[config.mk]
export PLATFORM = sky130hd
export DESIGN_NAME = isl_slotter
export DESIGN_NICKNAME = d
export VERILOG_FILES = /design/src/isl_pkg.sv /design/src/isl_classify.sv /design/src/isl_slotter.sv
export VERILOG_INCLUDE_DIRS = /design/src
export SDC_FILE = /design/constraint.sdc
export NUM_CORES = 1
export LEC_CHECK = 0
export BUFFER_PORTS_ARGS = -buffer_cell sky130_fd_sc_hd__buf_2
export CAP_MARGIN = 20
export CORE_MARGIN = 1.5
export CORE_UTILIZATION = 30
export CTS_BUF_LIST = sky130_fd_sc_hd__clkbuf_16
export DETAILED_ROUTE_END_ITERATION = 7
export HOLD_SLACK_MARGIN = 0.1
export SYNTH_ARGS = -nofsm -noshare
export SYNTH_HDL_FRONTEND = slang
export SYNTH_HIERARCHICAL = 1
export SYNTH_SLANG_ARGS = --single-unit
[constraint.sdc]
create_clock -name i_mclk -period 12.2 [get_ports i_mclk]
set_input_delay 2.44 -clock i_mclk [delete_from_list [all_inputs] [get_ports i_mclk]]
set_output_delay 2.44 -clock i_mclk [all_outputs]
set_load 0.02 [all_outputs]
[src/isl_cfg.svh]
// constants for the instruction slotting stage
// assumes a four-slot aligned fetch block and four execution pipes
`ifndef ISL_CFG_SVH
`define ISL_CFG_SVH

// ----------------------------------------------------------------
// block geometry
// ----------------------------------------------------------------
`define ISL_SLOTS 4
`define ISL_IDX_W 2
`define ISL_WORD_W 32
`define ISL_REG_W 5

// ----------------------------------------------------------------
// pipe mask bit positions
// ----------------------------------------------------------------
`define ISL_M_E0 0
`define ISL_M_E1 1
`define ISL_M_FA 2
`define ISL_M_FM 3
`define ISL_PIPES 4

// ----------------------------------------------------------------
// encodings
// ----------------------------------------------------------------
`define ISL_ZERO_REG 5'h1F
`define ISL_MASK_NONE 4'h0
`define ISL_MASK_E0 4'h1
`define ISL_MASK_E1 4'h2
`define ISL_MASK_INT 4'h3
`define ISL_MASK_FA 4'h4
`define ISL_MASK_FM 4'h8
`define ISL_MASK_FP 4'hC

`endif

[src/isl_pkg.sv]
// types shared by the slotting stage and its classifier
// assumes isl_cfg.svh is on the include path
`include "isl_cfg.svh"

package isl_pkg;

    // ----------------------------------------------------------------
    // instruction classes, as pre-decoded by the fetch buffer
    // ----------------------------------------------------------------
    typedef enum logic [4:0] {
        ISL_LOAD_CLASS = 5'h00,
        ISL_STORE_CLASS = 5'h01,
        ISL_BARRIER_LOCK_CLASS = 5'h02,
        ISL_READ_FLAG_CLASS = 5'h03,
        ISL_INTERNAL_REG_MOVE_CLASS = 5'h04,
        ISL_INT_COND_BRANCH_CLASS = 5'h05,
        ISL_FP_COND_BRANCH_CLASS = 5'h06,
        ISL_JUMP_CALL_CLASS = 5'h07,
        ISL_INT_ADD_CLASS = 5'h08,
        ISL_INT_LOGIC_CLASS = 5'h09,
        ISL_SIGN_EXTEND_CLASS = 5'h0A,
        ISL_SHIFT_CLASS = 5'h0B,
        ISL_COND_MOVE_CLASS = 5'h0C,
        ISL_INT_COMPARE_CLASS = 5'h0D,
        ISL_MUL_LONG_CLASS = 5'h0E,
        ISL_MUL_QUAD_CLASS = 5'h0F,
        ISL_MUL_HIGH_CLASS = 5'h10,
        ISL_FP_ADD_CLASS = 5'h11,
        ISL_FP_DIVIDE_CLASS = 5'h12,
        ISL_FP_MULTIPLY_CLASS = 5'h13,
        ISL_FP_COPY_SIGN_CLASS = 5'h14,
        ISL_MISC_CLASS = 5'h15
    } isl_class_e;

    // pipe given to a forwarded instruction
    typedef enum logic [2:0] {
        ISL_PIPE_NONE = 3'h0,
        ISL_INT_PIPE_ZERO = 3'h1,
        ISL_INT_PIPE_ONE = 3'h2,
        ISL_FP_ADD_PIPE = 3'h3,
        ISL_FP_MUL_PIPE = 3'h4
    } isl_pipe_e;

    // one slot of the aligned fetch block
    typedef struct packed {
        logic vld;
        isl_class_e cls;
        logic unaligned;
        logic [`ISL_REG_W-1:0] dest;
        logic ipr_pipe_one;
        logic pred_taken;
        logic [`ISL_WORD_W-1:0] word;
    } isl_slot_s;

    // static facts about one slot
    typedef struct packed {
        logic [`ISL_PIPES-1:0] mask;
        logic is_int;
        logic is_fp;
        logic is_load;
        logic is_store;
        logic is_cbr;
        logic is_jump;
        logic noop;
    } isl_info_s;

    // group held at the issue point
    typedef struct packed {
        logic [`ISL_SLOTS-1:0] left;
        isl_pipe_e [`ISL_SLOTS-1:0] pipe;
        isl_slot_s [`ISL_SLOTS-1:0] ins;
    } isl_group_s;

endpackage

[src/isl_classify.sv]
// classifier: permitted pipes and kind of one fetch-block slot
// assumes the slot's class field is already decoded upstream
`timescale 1ns/1ps
`include "isl_cfg.svh"

module isl_classify (
    input wire isl_pkg::isl_slot_s i_slot,
    output isl_pkg::isl_info_s o_info
);

    // ----------------------------------------------------------------
    // class to pipe table
    // ----------------------------------------------------------------
    always_comb begin
        o_info = '0;
        case (i_slot.cls)
            isl_pkg::ISL_LOAD_CLASS: begin
                o_info.mask = `ISL_MASK_INT;
                o_info.is_load = 1'b1;
            end
            isl_pkg::ISL_STORE_CLASS: begin
                o_info.mask = `ISL_MASK_E0;
                o_info.is_store = 1'b1;
            end
            isl_pkg::ISL_BARRIER_LOCK_CLASS,
            isl_pkg::ISL_READ_FLAG_CLASS: o_info.mask = `ISL_MASK_E0;
            isl_pkg::ISL_INTERNAL_REG_MOVE_CLASS: begin
                o_info.mask = i_slot.ipr_pipe_one ? `ISL_MASK_E1 : `ISL_MASK_E0;
            end
            isl_pkg::ISL_INT_COND_BRANCH_CLASS: begin
                o_info.mask = `ISL_MASK_E1;
                o_info.is_cbr = 1'b1;
            end
            isl_pkg::ISL_JUMP_CALL_CLASS: begin
                o_info.mask = `ISL_MASK_E1;
                o_info.is_jump = 1'b1;
            end
            isl_pkg::ISL_INT_ADD_CLASS,
            isl_pkg::ISL_INT_LOGIC_CLASS,
            isl_pkg::ISL_COND_MOVE_CLASS,
            isl_pkg::ISL_INT_COMPARE_CLASS: o_info.mask = `ISL_MASK_INT;
            isl_pkg::ISL_SHIFT_CLASS,
            isl_pkg::ISL_SIGN_EXTEND_CLASS,
            isl_pkg::ISL_MUL_LONG_CLASS,
            isl_pkg::ISL_MUL_QUAD_CLASS,
            isl_pkg::ISL_MUL_HIGH_CLASS,
            isl_pkg::ISL_MISC_CLASS: o_info.mask = `ISL_MASK_E0;
            isl_pkg::ISL_FP_COND_BRANCH_CLASS: begin
                o_info.mask = `ISL_MASK_FA;
                o_info.is_cbr = 1'b1;
            end
            isl_pkg::ISL_FP_ADD_CLASS,
            isl_pkg::ISL_FP_DIVIDE_CLASS: o_info.mask = `ISL_MASK_FA;
            isl_pkg::ISL_FP_MULTIPLY_CLASS: o_info.mask = `ISL_MASK_FM;
            isl_pkg::ISL_FP_COPY_SIGN_CLASS: o_info.mask = `ISL_MASK_FP;
            default: o_info.mask = `ISL_MASK_NONE;
        endcase
        // unaligned load into the zero register uses no pipe
        if (i_slot.cls == isl_pkg::ISL_LOAD_CLASS && i_slot.unaligned && i_slot.dest == `ISL_ZERO_REG) begin
            o_info.mask = `ISL_MASK_NONE;
            o_info.is_load = 1'b0;
            o_info.noop = 1'b1;
        end
        // integer means integer pipes only, floating means any fp pipe
        o_info.is_fp = |o_info.mask[`ISL_M_FM:`ISL_M_FA];
        o_info.is_int = (|o_info.mask[`ISL_M_E1:`ISL_M_E0]) && !o_info.is_fp;
    end

endmodule

[src/isl_slotter.sv]
// instruction slotting stage: stage-2 fetch block in, in-order group out
// assumes a pre-decoded fetch block from the buffer and an issue check
// that reports, each cycle, which held instructions have issued
`timescale 1ns/1ps
`include "isl_cfg.svh"

// Behaviour
// - ordinary loads go to either integer pipe
// - stores, barriers, locks, flag reads: pipe zero
// - internal register moves steered by target register
// - integer branches and jumps: pipe one only
// - add, logic, cmove, compare: either integer pipe
// - shifts, sign extend, multiplies, misc: pipe zero
// - fp branch, divide, other operates: fp add
// - fp multiply to mul pipe; copy-sign either
// - unaligned load to zero register takes no pipe
// - start at lowest valid slot, address order
// - dual-pipe integer: zero, else one when needed
// - dual-pipe fp: add pipe unless already taken
// - mark pipe taken; stop when none free
// - group is contiguous, always in program order
// - slotter removes all static pipe conflicts
// - no load and store in one group
// - discard rest after taken branch or jump
// - after not-taken branch, no further branch
// - split int-fp-int-int and fp-int-int blocks after two
// - integer means integer pipes only
// - later group waits until held group issued
// - issued instructions leave, never held again
module isl_slotter (
    input wire logic i_mclk,
    input wire logic i_rst_b,
    input wire logic i_blk_valid,
    input wire isl_pkg::isl_slot_s [`ISL_SLOTS-1:0] i_blk,
    output logic o_blk_ready,
    input wire logic i_abort,
    input wire logic [`ISL_SLOTS-1:0] i_issued,
    output isl_pkg::isl_group_s o_group
);

    // ----------------------------------------------------------------
    // storage
    // ----------------------------------------------------------------
    isl_pkg::isl_slot_s [`ISL_SLOTS-1:0] blk_q;
    logic blk_vld_q;
    logic [`ISL_SLOTS-1:0] done_q;
    isl_pkg::isl_group_s grp_q;
    isl_pkg::isl_info_s [`ISL_SLOTS-1:0] info;
    logic [`ISL_SLOTS-1:0] live;
    logic [`ISL_SLOTS-1:0] sel;
    logic [`ISL_SLOTS-1:0] disc;
    isl_pkg::isl_pipe_e [`ISL_SLOTS-1:0] pick;
    logic [`ISL_SLOTS-1:0] left_after;
    logic advance;
    logic block_spent;
    logic split_case;

    // ----------------------------------------------------------------
    // classification of each slot
    // ----------------------------------------------------------------
    genvar g;
    generate
        for (g = 0; g < `ISL_SLOTS; g = g + 1) begin : gen_cls
            isl_classify u_classify (
                .i_slot(blk_q[g]),
                .o_info(info[g])
            );
        end
    endgenerate

    // slots still waiting in stage 2
    always_comb begin
        for (int i = 0; i < `ISL_SLOTS; i++) begin
            live[i] = blk_vld_q && blk_q[i].vld && !done_q[i];
        end
    end

    // ----------------------------------------------------------------
    // helpers
    // ----------------------------------------------------------------

    // next live integer slot after idx can use pipe zero only
    function automatic logic next_int_zero_only(
        input logic [`ISL_SLOTS-1:0] lv,
        input isl_pkg::isl_info_s [`ISL_SLOTS-1:0] inf,
        input int idx
    );
        logic found;
        logic res;
        found = 1'b0;
        res = 1'b0;
        for (int j = 0; j < `ISL_SLOTS; j++) begin
            if (j > idx && !found && lv[j] && inf[j].is_int) begin
                found = 1'b1;
                res = (inf[j].mask == `ISL_MASK_E0);
            end
        end
        return res;
    endfunction

    // pipe name for one mask bit
    function automatic isl_pkg::isl_pipe_e pipe_of(input logic [`ISL_PIPES-1:0] m);
        isl_pkg::isl_pipe_e p;
        p = isl_pkg::ISL_PIPE_NONE;
        if (m[`ISL_M_E0]) begin
            p = isl_pkg::ISL_INT_PIPE_ZERO;
        end else if (m[`ISL_M_E1]) begin
            p = isl_pkg::ISL_INT_PIPE_ONE;
        end else if (m[`ISL_M_FA]) begin
            p = isl_pkg::ISL_FP_ADD_PIPE;
        end else if (m[`ISL_M_FM]) begin
            p = isl_pkg::ISL_FP_MUL_PIPE;
        end
        return p;
    endfunction

    // ----------------------------------------------------------------
    // arrangement detection
    // ----------------------------------------------------------------

    // whole untouched block, checked from its lowest address
    always_comb begin
        split_case = 1'b0;
        if (live == {`ISL_SLOTS{1'b1}} &&
            info[0].is_int && info[1].is_fp && info[2].is_int && info[3].is_int) begin
            split_case = 1'b1;
        end
        if (live[0] && live[1] && live[2] && !done_q[3] &&
            info[0].is_fp && info[1].is_int && info[2].is_int) begin
            split_case = 1'b1;
        end
    end

    // ----------------------------------------------------------------
    // slotting walk
    // ----------------------------------------------------------------
    always_comb begin
        logic [`ISL_PIPES-1:0] taken;
        logic [`ISL_PIPES-1:0] avail;
        logic [`ISL_PIPES-1:0] bit_m;
        logic stop;
        logic kill_rest;
        logic saw_load;
        logic saw_store;
        logic saw_nt_branch;
        logic [`ISL_IDX_W:0] count;
        taken = `ISL_MASK_NONE;
        avail = `ISL_MASK_NONE;
        bit_m = `ISL_MASK_NONE;
        stop = 1'b0;
        kill_rest = 1'b0;
        saw_load = 1'b0;
        saw_store = 1'b0;
        saw_nt_branch = 1'b0;
        count = '0;
        sel = '0;
        disc = '0;
        pick = {`ISL_SLOTS{isl_pkg::ISL_PIPE_NONE}};
        // address order from the lowest live slot
        for (int i = 0; i < `ISL_SLOTS; i++) begin
            if (live[i] && !stop) begin
                avail = info[i].mask & ~taken;
                bit_m = `ISL_MASK_NONE;
                if (kill_rest) begin
                    disc[i] = 1'b1;
                end else if (split_case && count == 3'h2) begin
                    stop = 1'b1;
                end else if (info[i].noop) begin
                    sel[i] = 1'b1;
                    count = count + 3'h1;
                end else if ((info[i].is_load && saw_store) || (info[i].is_store && saw_load)) begin
                    stop = 1'b1;
                end else if ((info[i].is_cbr || info[i].is_jump) && saw_nt_branch) begin
                    stop = 1'b1;
                end else if (avail == `ISL_MASK_NONE) begin
                    stop = 1'b1;
                end else begin
                    if (info[i].mask == `ISL_MASK_INT) begin
                        // zero first; one if zero taken or next int needs zero
                        if (!avail[`ISL_M_E0] ||
                            (avail[`ISL_M_E1] && next_int_zero_only(live, info, i))) begin
                            bit_m = `ISL_MASK_E1;
                        end else begin
                            bit_m = `ISL_MASK_E0;
                        end
                    end else if (info[i].mask == `ISL_MASK_FP) begin
                        bit_m = avail[`ISL_M_FA] ? `ISL_MASK_FA : `ISL_MASK_FM;
                    end else begin
                        bit_m = avail; // single permitted pipe
                    end
                    taken = taken | bit_m;
                    sel[i] = 1'b1;
                    pick[i] = pipe_of(bit_m);
                    count = count + 3'h1;
                    saw_load = saw_load | info[i].is_load;
                    saw_store = saw_store | info[i].is_store;
                    if (info[i].is_jump || (info[i].is_cbr && blk_q[i].pred_taken)) begin
                        kill_rest = 1'b1;
                    end
                    if (info[i].is_cbr && !blk_q[i].pred_taken) begin
                        saw_nt_branch = 1'b1;
                    end
                end
            end else if (live[i]) begin
                // once stopped nothing later goes
                sel[i] = 1'b0;
            end
        end
    end

    // ----------------------------------------------------------------
    // advance control
    // ----------------------------------------------------------------

    // held group minus what issues now
    assign left_after = grp_q.left & ~i_issued;
    // new group only once the held group has fully issued
    assign advance = (left_after == '0) && !i_abort;
    // every live slot taken or discarded this cycle
    assign block_spent = advance && ((live & ~(sel | disc)) == '0);
    assign o_blk_ready = !blk_vld_q || block_spent;

    // ----------------------------------------------------------------
    // stage-2 block register
    // ----------------------------------------------------------------
    always_ff @(posedge i_mclk or negedge i_rst_b) begin
        if (!i_rst_b) begin
            blk_vld_q <= 1'b0;
            blk_q <= '0;
        end else if (i_abort) begin
            blk_vld_q <= 1'b0;
        end else if (o_blk_ready) begin
            blk_vld_q <= i_blk_valid;
            blk_q <= i_blk;
        end
    end

    // slots of the current block already sent or discarded
    always_ff @(posedge i_mclk or negedge i_rst_b) begin
        if (!i_rst_b) begin
            done_q <= '0;
        end else if (i_abort || o_blk_ready) begin
            done_q <= '0;
        end else if (advance) begin
            done_q <= done_q | sel | disc;
        end
    end

    // ----------------------------------------------------------------
    // group held at the issue point
    // ----------------------------------------------------------------
    always_ff @(posedge i_mclk or negedge i_rst_b) begin
        if (!i_rst_b) begin
            grp_q <= '0;
        end else if (i_abort) begin
            grp_q.left <= '0;
        end else if (advance) begin
            grp_q.left <= sel;
            grp_q.pipe <= pick;
            grp_q.ins <= blk_q;
        end else begin
            grp_q.left <= left_after;
        end
    end

    assign o_group = grp_q;

endmodule

======== Word-level counts from Yosys, hierarchy flattened ========
Index checks and enable logic that the tools add are counted.
word-level totals
  bits in registers ....................... 389
  latch bits .............................. 0
  memory bits (writable) .................. 0
  ROM bits ................................ 0
  logic and storage cells ................. 655
  memories ................................ 0
operators by class
  add/subtract/negate cells ............... 2
  $mul .................................... 0
  div/mod/pow operators ................... 0
  magnitude comparators ................... 0
  equal/unequal tests ..................... 103
  shift-type cells ........................ 0
  mux-type cells .......................... 324
  bitwise operators ....................... 20
  reductions and logical operators ........ 143
operators with widths
  operator                                              count
  2-to-1 mux 4 bit                                      61
  2-to-1 mux 1 bit                                      197
  2-to-1 mux 3 bit                                      54
  equality test 5 x 4 -> 1 bit (second input constant)  32
  equality test 5 bit (second input constant)           28
  one-hot mux 4 bit (7 select lines)                    4
  equality test 5 x 3 -> 1 bit (second input constant)  16
  logical AND 1 bit                                     65
  equality test 5 x 2 -> 1 bit (second input constant)  8
  OR reduction 9 bit                                    4
  OR reduction 2 bit                                    16
  zero test 4 bit                                       6
  zero test 1 bit                                       22
  AND 4 bit                                             5
  equality test 4 bit (second input constant)           5
  equality test 5 x 1 -> 1 bit (second input constant)  4
  zero test 5 bit                                       4
  NOT 4 bit                                             5
  OR 4 bit                                              5
  OR reduction 5 bit                                    4
  equality test 4 x 2 -> 1 bit (second input constant)  4
  2-to-1 mux 2 bit                                      8
  logical OR 1 bit                                      14
  equality test 4 x 1 -> 1 bit (second input constant)  3
  other kinds (7)                                       18

======== Logic depth before layout (Yosys ltp) ========
  depth after elaboration ................. 132
  gate-level depth with buffers ........... 26

======== Modules after synthesis ========
The synthesis kept the hierarchy.
by module, submodules not included
  module        instances  cells an instance  area each (um^2)
  isl_slotter   1          1475               16703.5
  isl_classify  4          42                 285.3

======== Worst setup path after synthesis ========
OpenSTA, ideal clock, no wires.
  path type ............................... register to output
  from .................................... reg blk_q[135] in the netlist's numbering
  to ...................................... out o_blk_ready
  data arrival time ....................... 5005 ps
  setup slack ............................. 4755 ps
  cell stages (with the launch flop) ...... 21
  path through ............................ dfrtp_1 buf_6 o31a_1 o221a_1 nor2_1 or3b_1 o31ai_4 o2111ai_1 and2_1 nand2_1 ha_1 inv_1 a22oi_1 o21ai_0 ha_1 a21oi_1 nand3_1 a211oi_2 a31oi_1 o41ai_4 a211oi_1
RTL lines
  element                 RTL line            text
  start, declared         isl_slotter.sv:44   isl_pkg::isl_slot_s [`ISL_SLOTS-1:0] blk_q;
  start signal, assigned  isl_slotter.sv:234  blk_q <= i_blk;
  end, declared           isl_slotter.sv:35   output logic o_blk_ready,

==> flow_metrics.env <==
export IMPL_grt_max_degree=193
export IMPL_wirelength_um=49800
export IMPL_fin_crit_sh_pct=75.6
export IMPL_post_place_ws_ns=3.72
export IMPL_wire_per_inst_um=17.7
export IMPL_rsz0062_at_grt="false"
export IMPL_combPwrFrac_pct=45.9
export IMPL_antenna_left=0
export IMPL_cts_setup_buffers=0
export IMPL_final_util_pct=36.7
export IMPL_cts_tree="built"
export IMPL_intPower_mw=3.93
export IMPL_antenna_found_initial=14
export IMPL_clkPwrFrac_pct=18.3
export IMPL_relSlewSlack_pct=29.6
export IMPL_synthCells=1641
export IMPL_place_congestion=0.917
export IMPL_cts_max_level=2
export IMPL_num_rows=89
export IMPL_dpl_cell_area_um2=20300
export IMPL_hold_buffers=0
export IMPL_postLayoutCellArea_um2=21600
export IMPL_drt_pass1_iterations=8
export IMPL_violations="DRC"
export IMPL_path_buf_inv=3
export IMPL_syn_num_nets=1836
export IMPL_dr_wl_met2_um=24200
export IMPL_dieArea_um2=60900
export IMPL_cp_max_fo=15
export IMPL_io_buffers=392
export IMPL_dpl_cell_count=2722
export IMPL_pin_count=393
export IMPL_worstSetupEndpointType="output port"
export IMPL_required_ns=9.76
export IMPL_overflow=0
export IMPL_die_height_um=247
export IMPL_critPathTopFamily="compound AO/OA/AOI/OAI gates"
export IMPL_cts_resized=0
export IMPL_chipWidth_um=247
export IMPL_tns_ns=0
export IMPL_yosys_warnings=6
export IMPL_fmax_mhz=108
export IMPL_layout_common_cells="nand2_1 (600), buf_2 (391), dfrtp_1 (389)"
export IMPL_syn_to_final_growth_pct=21.2
export IMPL_slowest_stage="nor2_1"
export IMPL_drive_gt1_share_pct=33.4
export IMPL_ir_worst_vdd_mv=0.265
export IMPL_drt_drc_violations_left=3
export IMPL_grt_pass1_wl_um=76700
export IMPL_powerDensity_nw_per_um2=309
export IMPL_switching_power_mw=2.75
export IMPL_r2r_start="blk_q[41]"
export IMPL_cp_arrival_ns=6.78
export IMPL_num_vias=13100
export IMPL_setup_slack_ns=2.98
export IMPL_final_common_cell="nand2_1"
export IMPL_crit_chain="xnor2_1, a211oi_1, a31oi_1, nor2_1, inv_1, o311ai_2, a221oi_2, and2_1, nand2_1, ha_1, inv_1, a22oi_1, o21ai_0, ha_1, a21oi_1, nand3_1, a211oi_2, nand3_1, o311a_1, o41ai_4, a211oi_1, buf_2"
export IMPL_met3_length_um=2970
export IMPL_cts_made_buffers=44
export IMPL_critPathKind="reg2out"
export IMPL_slew_violations=0
export IMPL_final_nets=2191
export IMPL_hold_class="reg2reg"
export IMPL_drt_met1_wl_um=21100
export IMPL_cts_num_sinks=389
export IMPL_worstSkewPairLatency_ns=0.58
export IMPL_synthesis_area_um2=17800
export IMPL_synth_area_per_cell_um2=10.9
export IMPL_outcome="complete, but fails checks"
export IMPL_maxUsedRoutingLayer="met5"
export IMPL_cts_root_buf="clkbuf_16"
export IMPL_worstHoldStart="blk_q[101]"
export IMPL_startpoint="blk_q[41]"
export IMPL_seqPwrFrac_pct=35.8
export IMPL_critPathLaunchType="flip-flop"
export IMPL_drv_cap=0
export IMPL_p_leak_nw=10.9
export IMPL_worst_pin_slew_ns=1.06
export IMPL_slowest_delay_ns=0.63
export IMPL_switching_share_pct=41.1
export IMPL_clk_path_buf_depth=3
export IMPL_finalNonFillerCells=2811
export IMPL_setup_viol=0
export IMPL_grt_pass1_vias=13300
export IMPL_drt_iter0_markers=810
export IMPL_period_needed_ns=9.22
export IMPL_worst_clock_skew_ns=0.0221
export IMPL_final_hold_violation_count=0
export IMPL_initial_core_util_pct=30.3
export IMPL_hpwl_um=34400
export IMPL_path_clk_slew_ns=0.06
export IMPL_vias_per_cell=4.67
export IMPL_grt_usage_pct=16.0
export IMPL_core_area_um2=58900
## tightest hold or removal path, stage by stage (launching register included)
cell     delay [ns]
dfrtp_1        0.34
nand2_1        0.05
nand2_1        0.05
## worst paths after layout
path / end / slack [ns] / depth (start not counted)
worst min-delay path: o_group[101] / 0.46 / 2
worst max-delay path: o_blk_ready / 2.98 / 22
worst max register to register: blk_q[113] / 4.93 / 23
worst min register to register: o_group[101] / 0.46 / 2
max in group asynchronous: o_group[161] / 8.06 / 3
min in group asynchronous: blk_q[65] / 1.95 / 1
## per-layer routing
layer | vias up | GRT usage [%]
met5 | - | 0
met4 | 12 | 5.60
met3 | 96 | 4.16
met2 | 341 | 26.2
met1 | 6461 | 20.5
li1 | 6221 | -
## sequential cells by signal, indices dropped and copies added, names as in the netlist
name / count
done_q: 4
blk_q: 184
blk_vld_q: 1
o_group: 200
## stage by stage
stage / hold WS, ns / total power [mW]
after floorplan: 0.435 / 4.65
after global placement: 0.441 / 5.41
after detailed placement: 0.451 / 5.48
after CTS: 0.448 / 6.75
after global routing: 0.477 / 7.13
final: 0.464 / 6.68
## power groups by stage
stage	registers (mW)	logic (mW)	clock network [mW]
after floorplan	2.64	2.01	0
after global placement	2.36	3.04	0
after detailed placement	2.40	3.07	0
after CTS	2.40	3.08	1.27
after global routing	2.49	3.32	1.32
final	2.39	3.07	1.22
## final cells by class
type	count	area (um2)
clock buffers	45	1130
fillers	5855	37300
well taps	773	967
repair buffers	404	2110
inverters	15	56.3
clock inverters	35	180
diodes	8	20.0
multi-input cells	1142	7430
flip-flops and latches	389	9730
No activity file was read; power rests on OpenSTA's default activity.
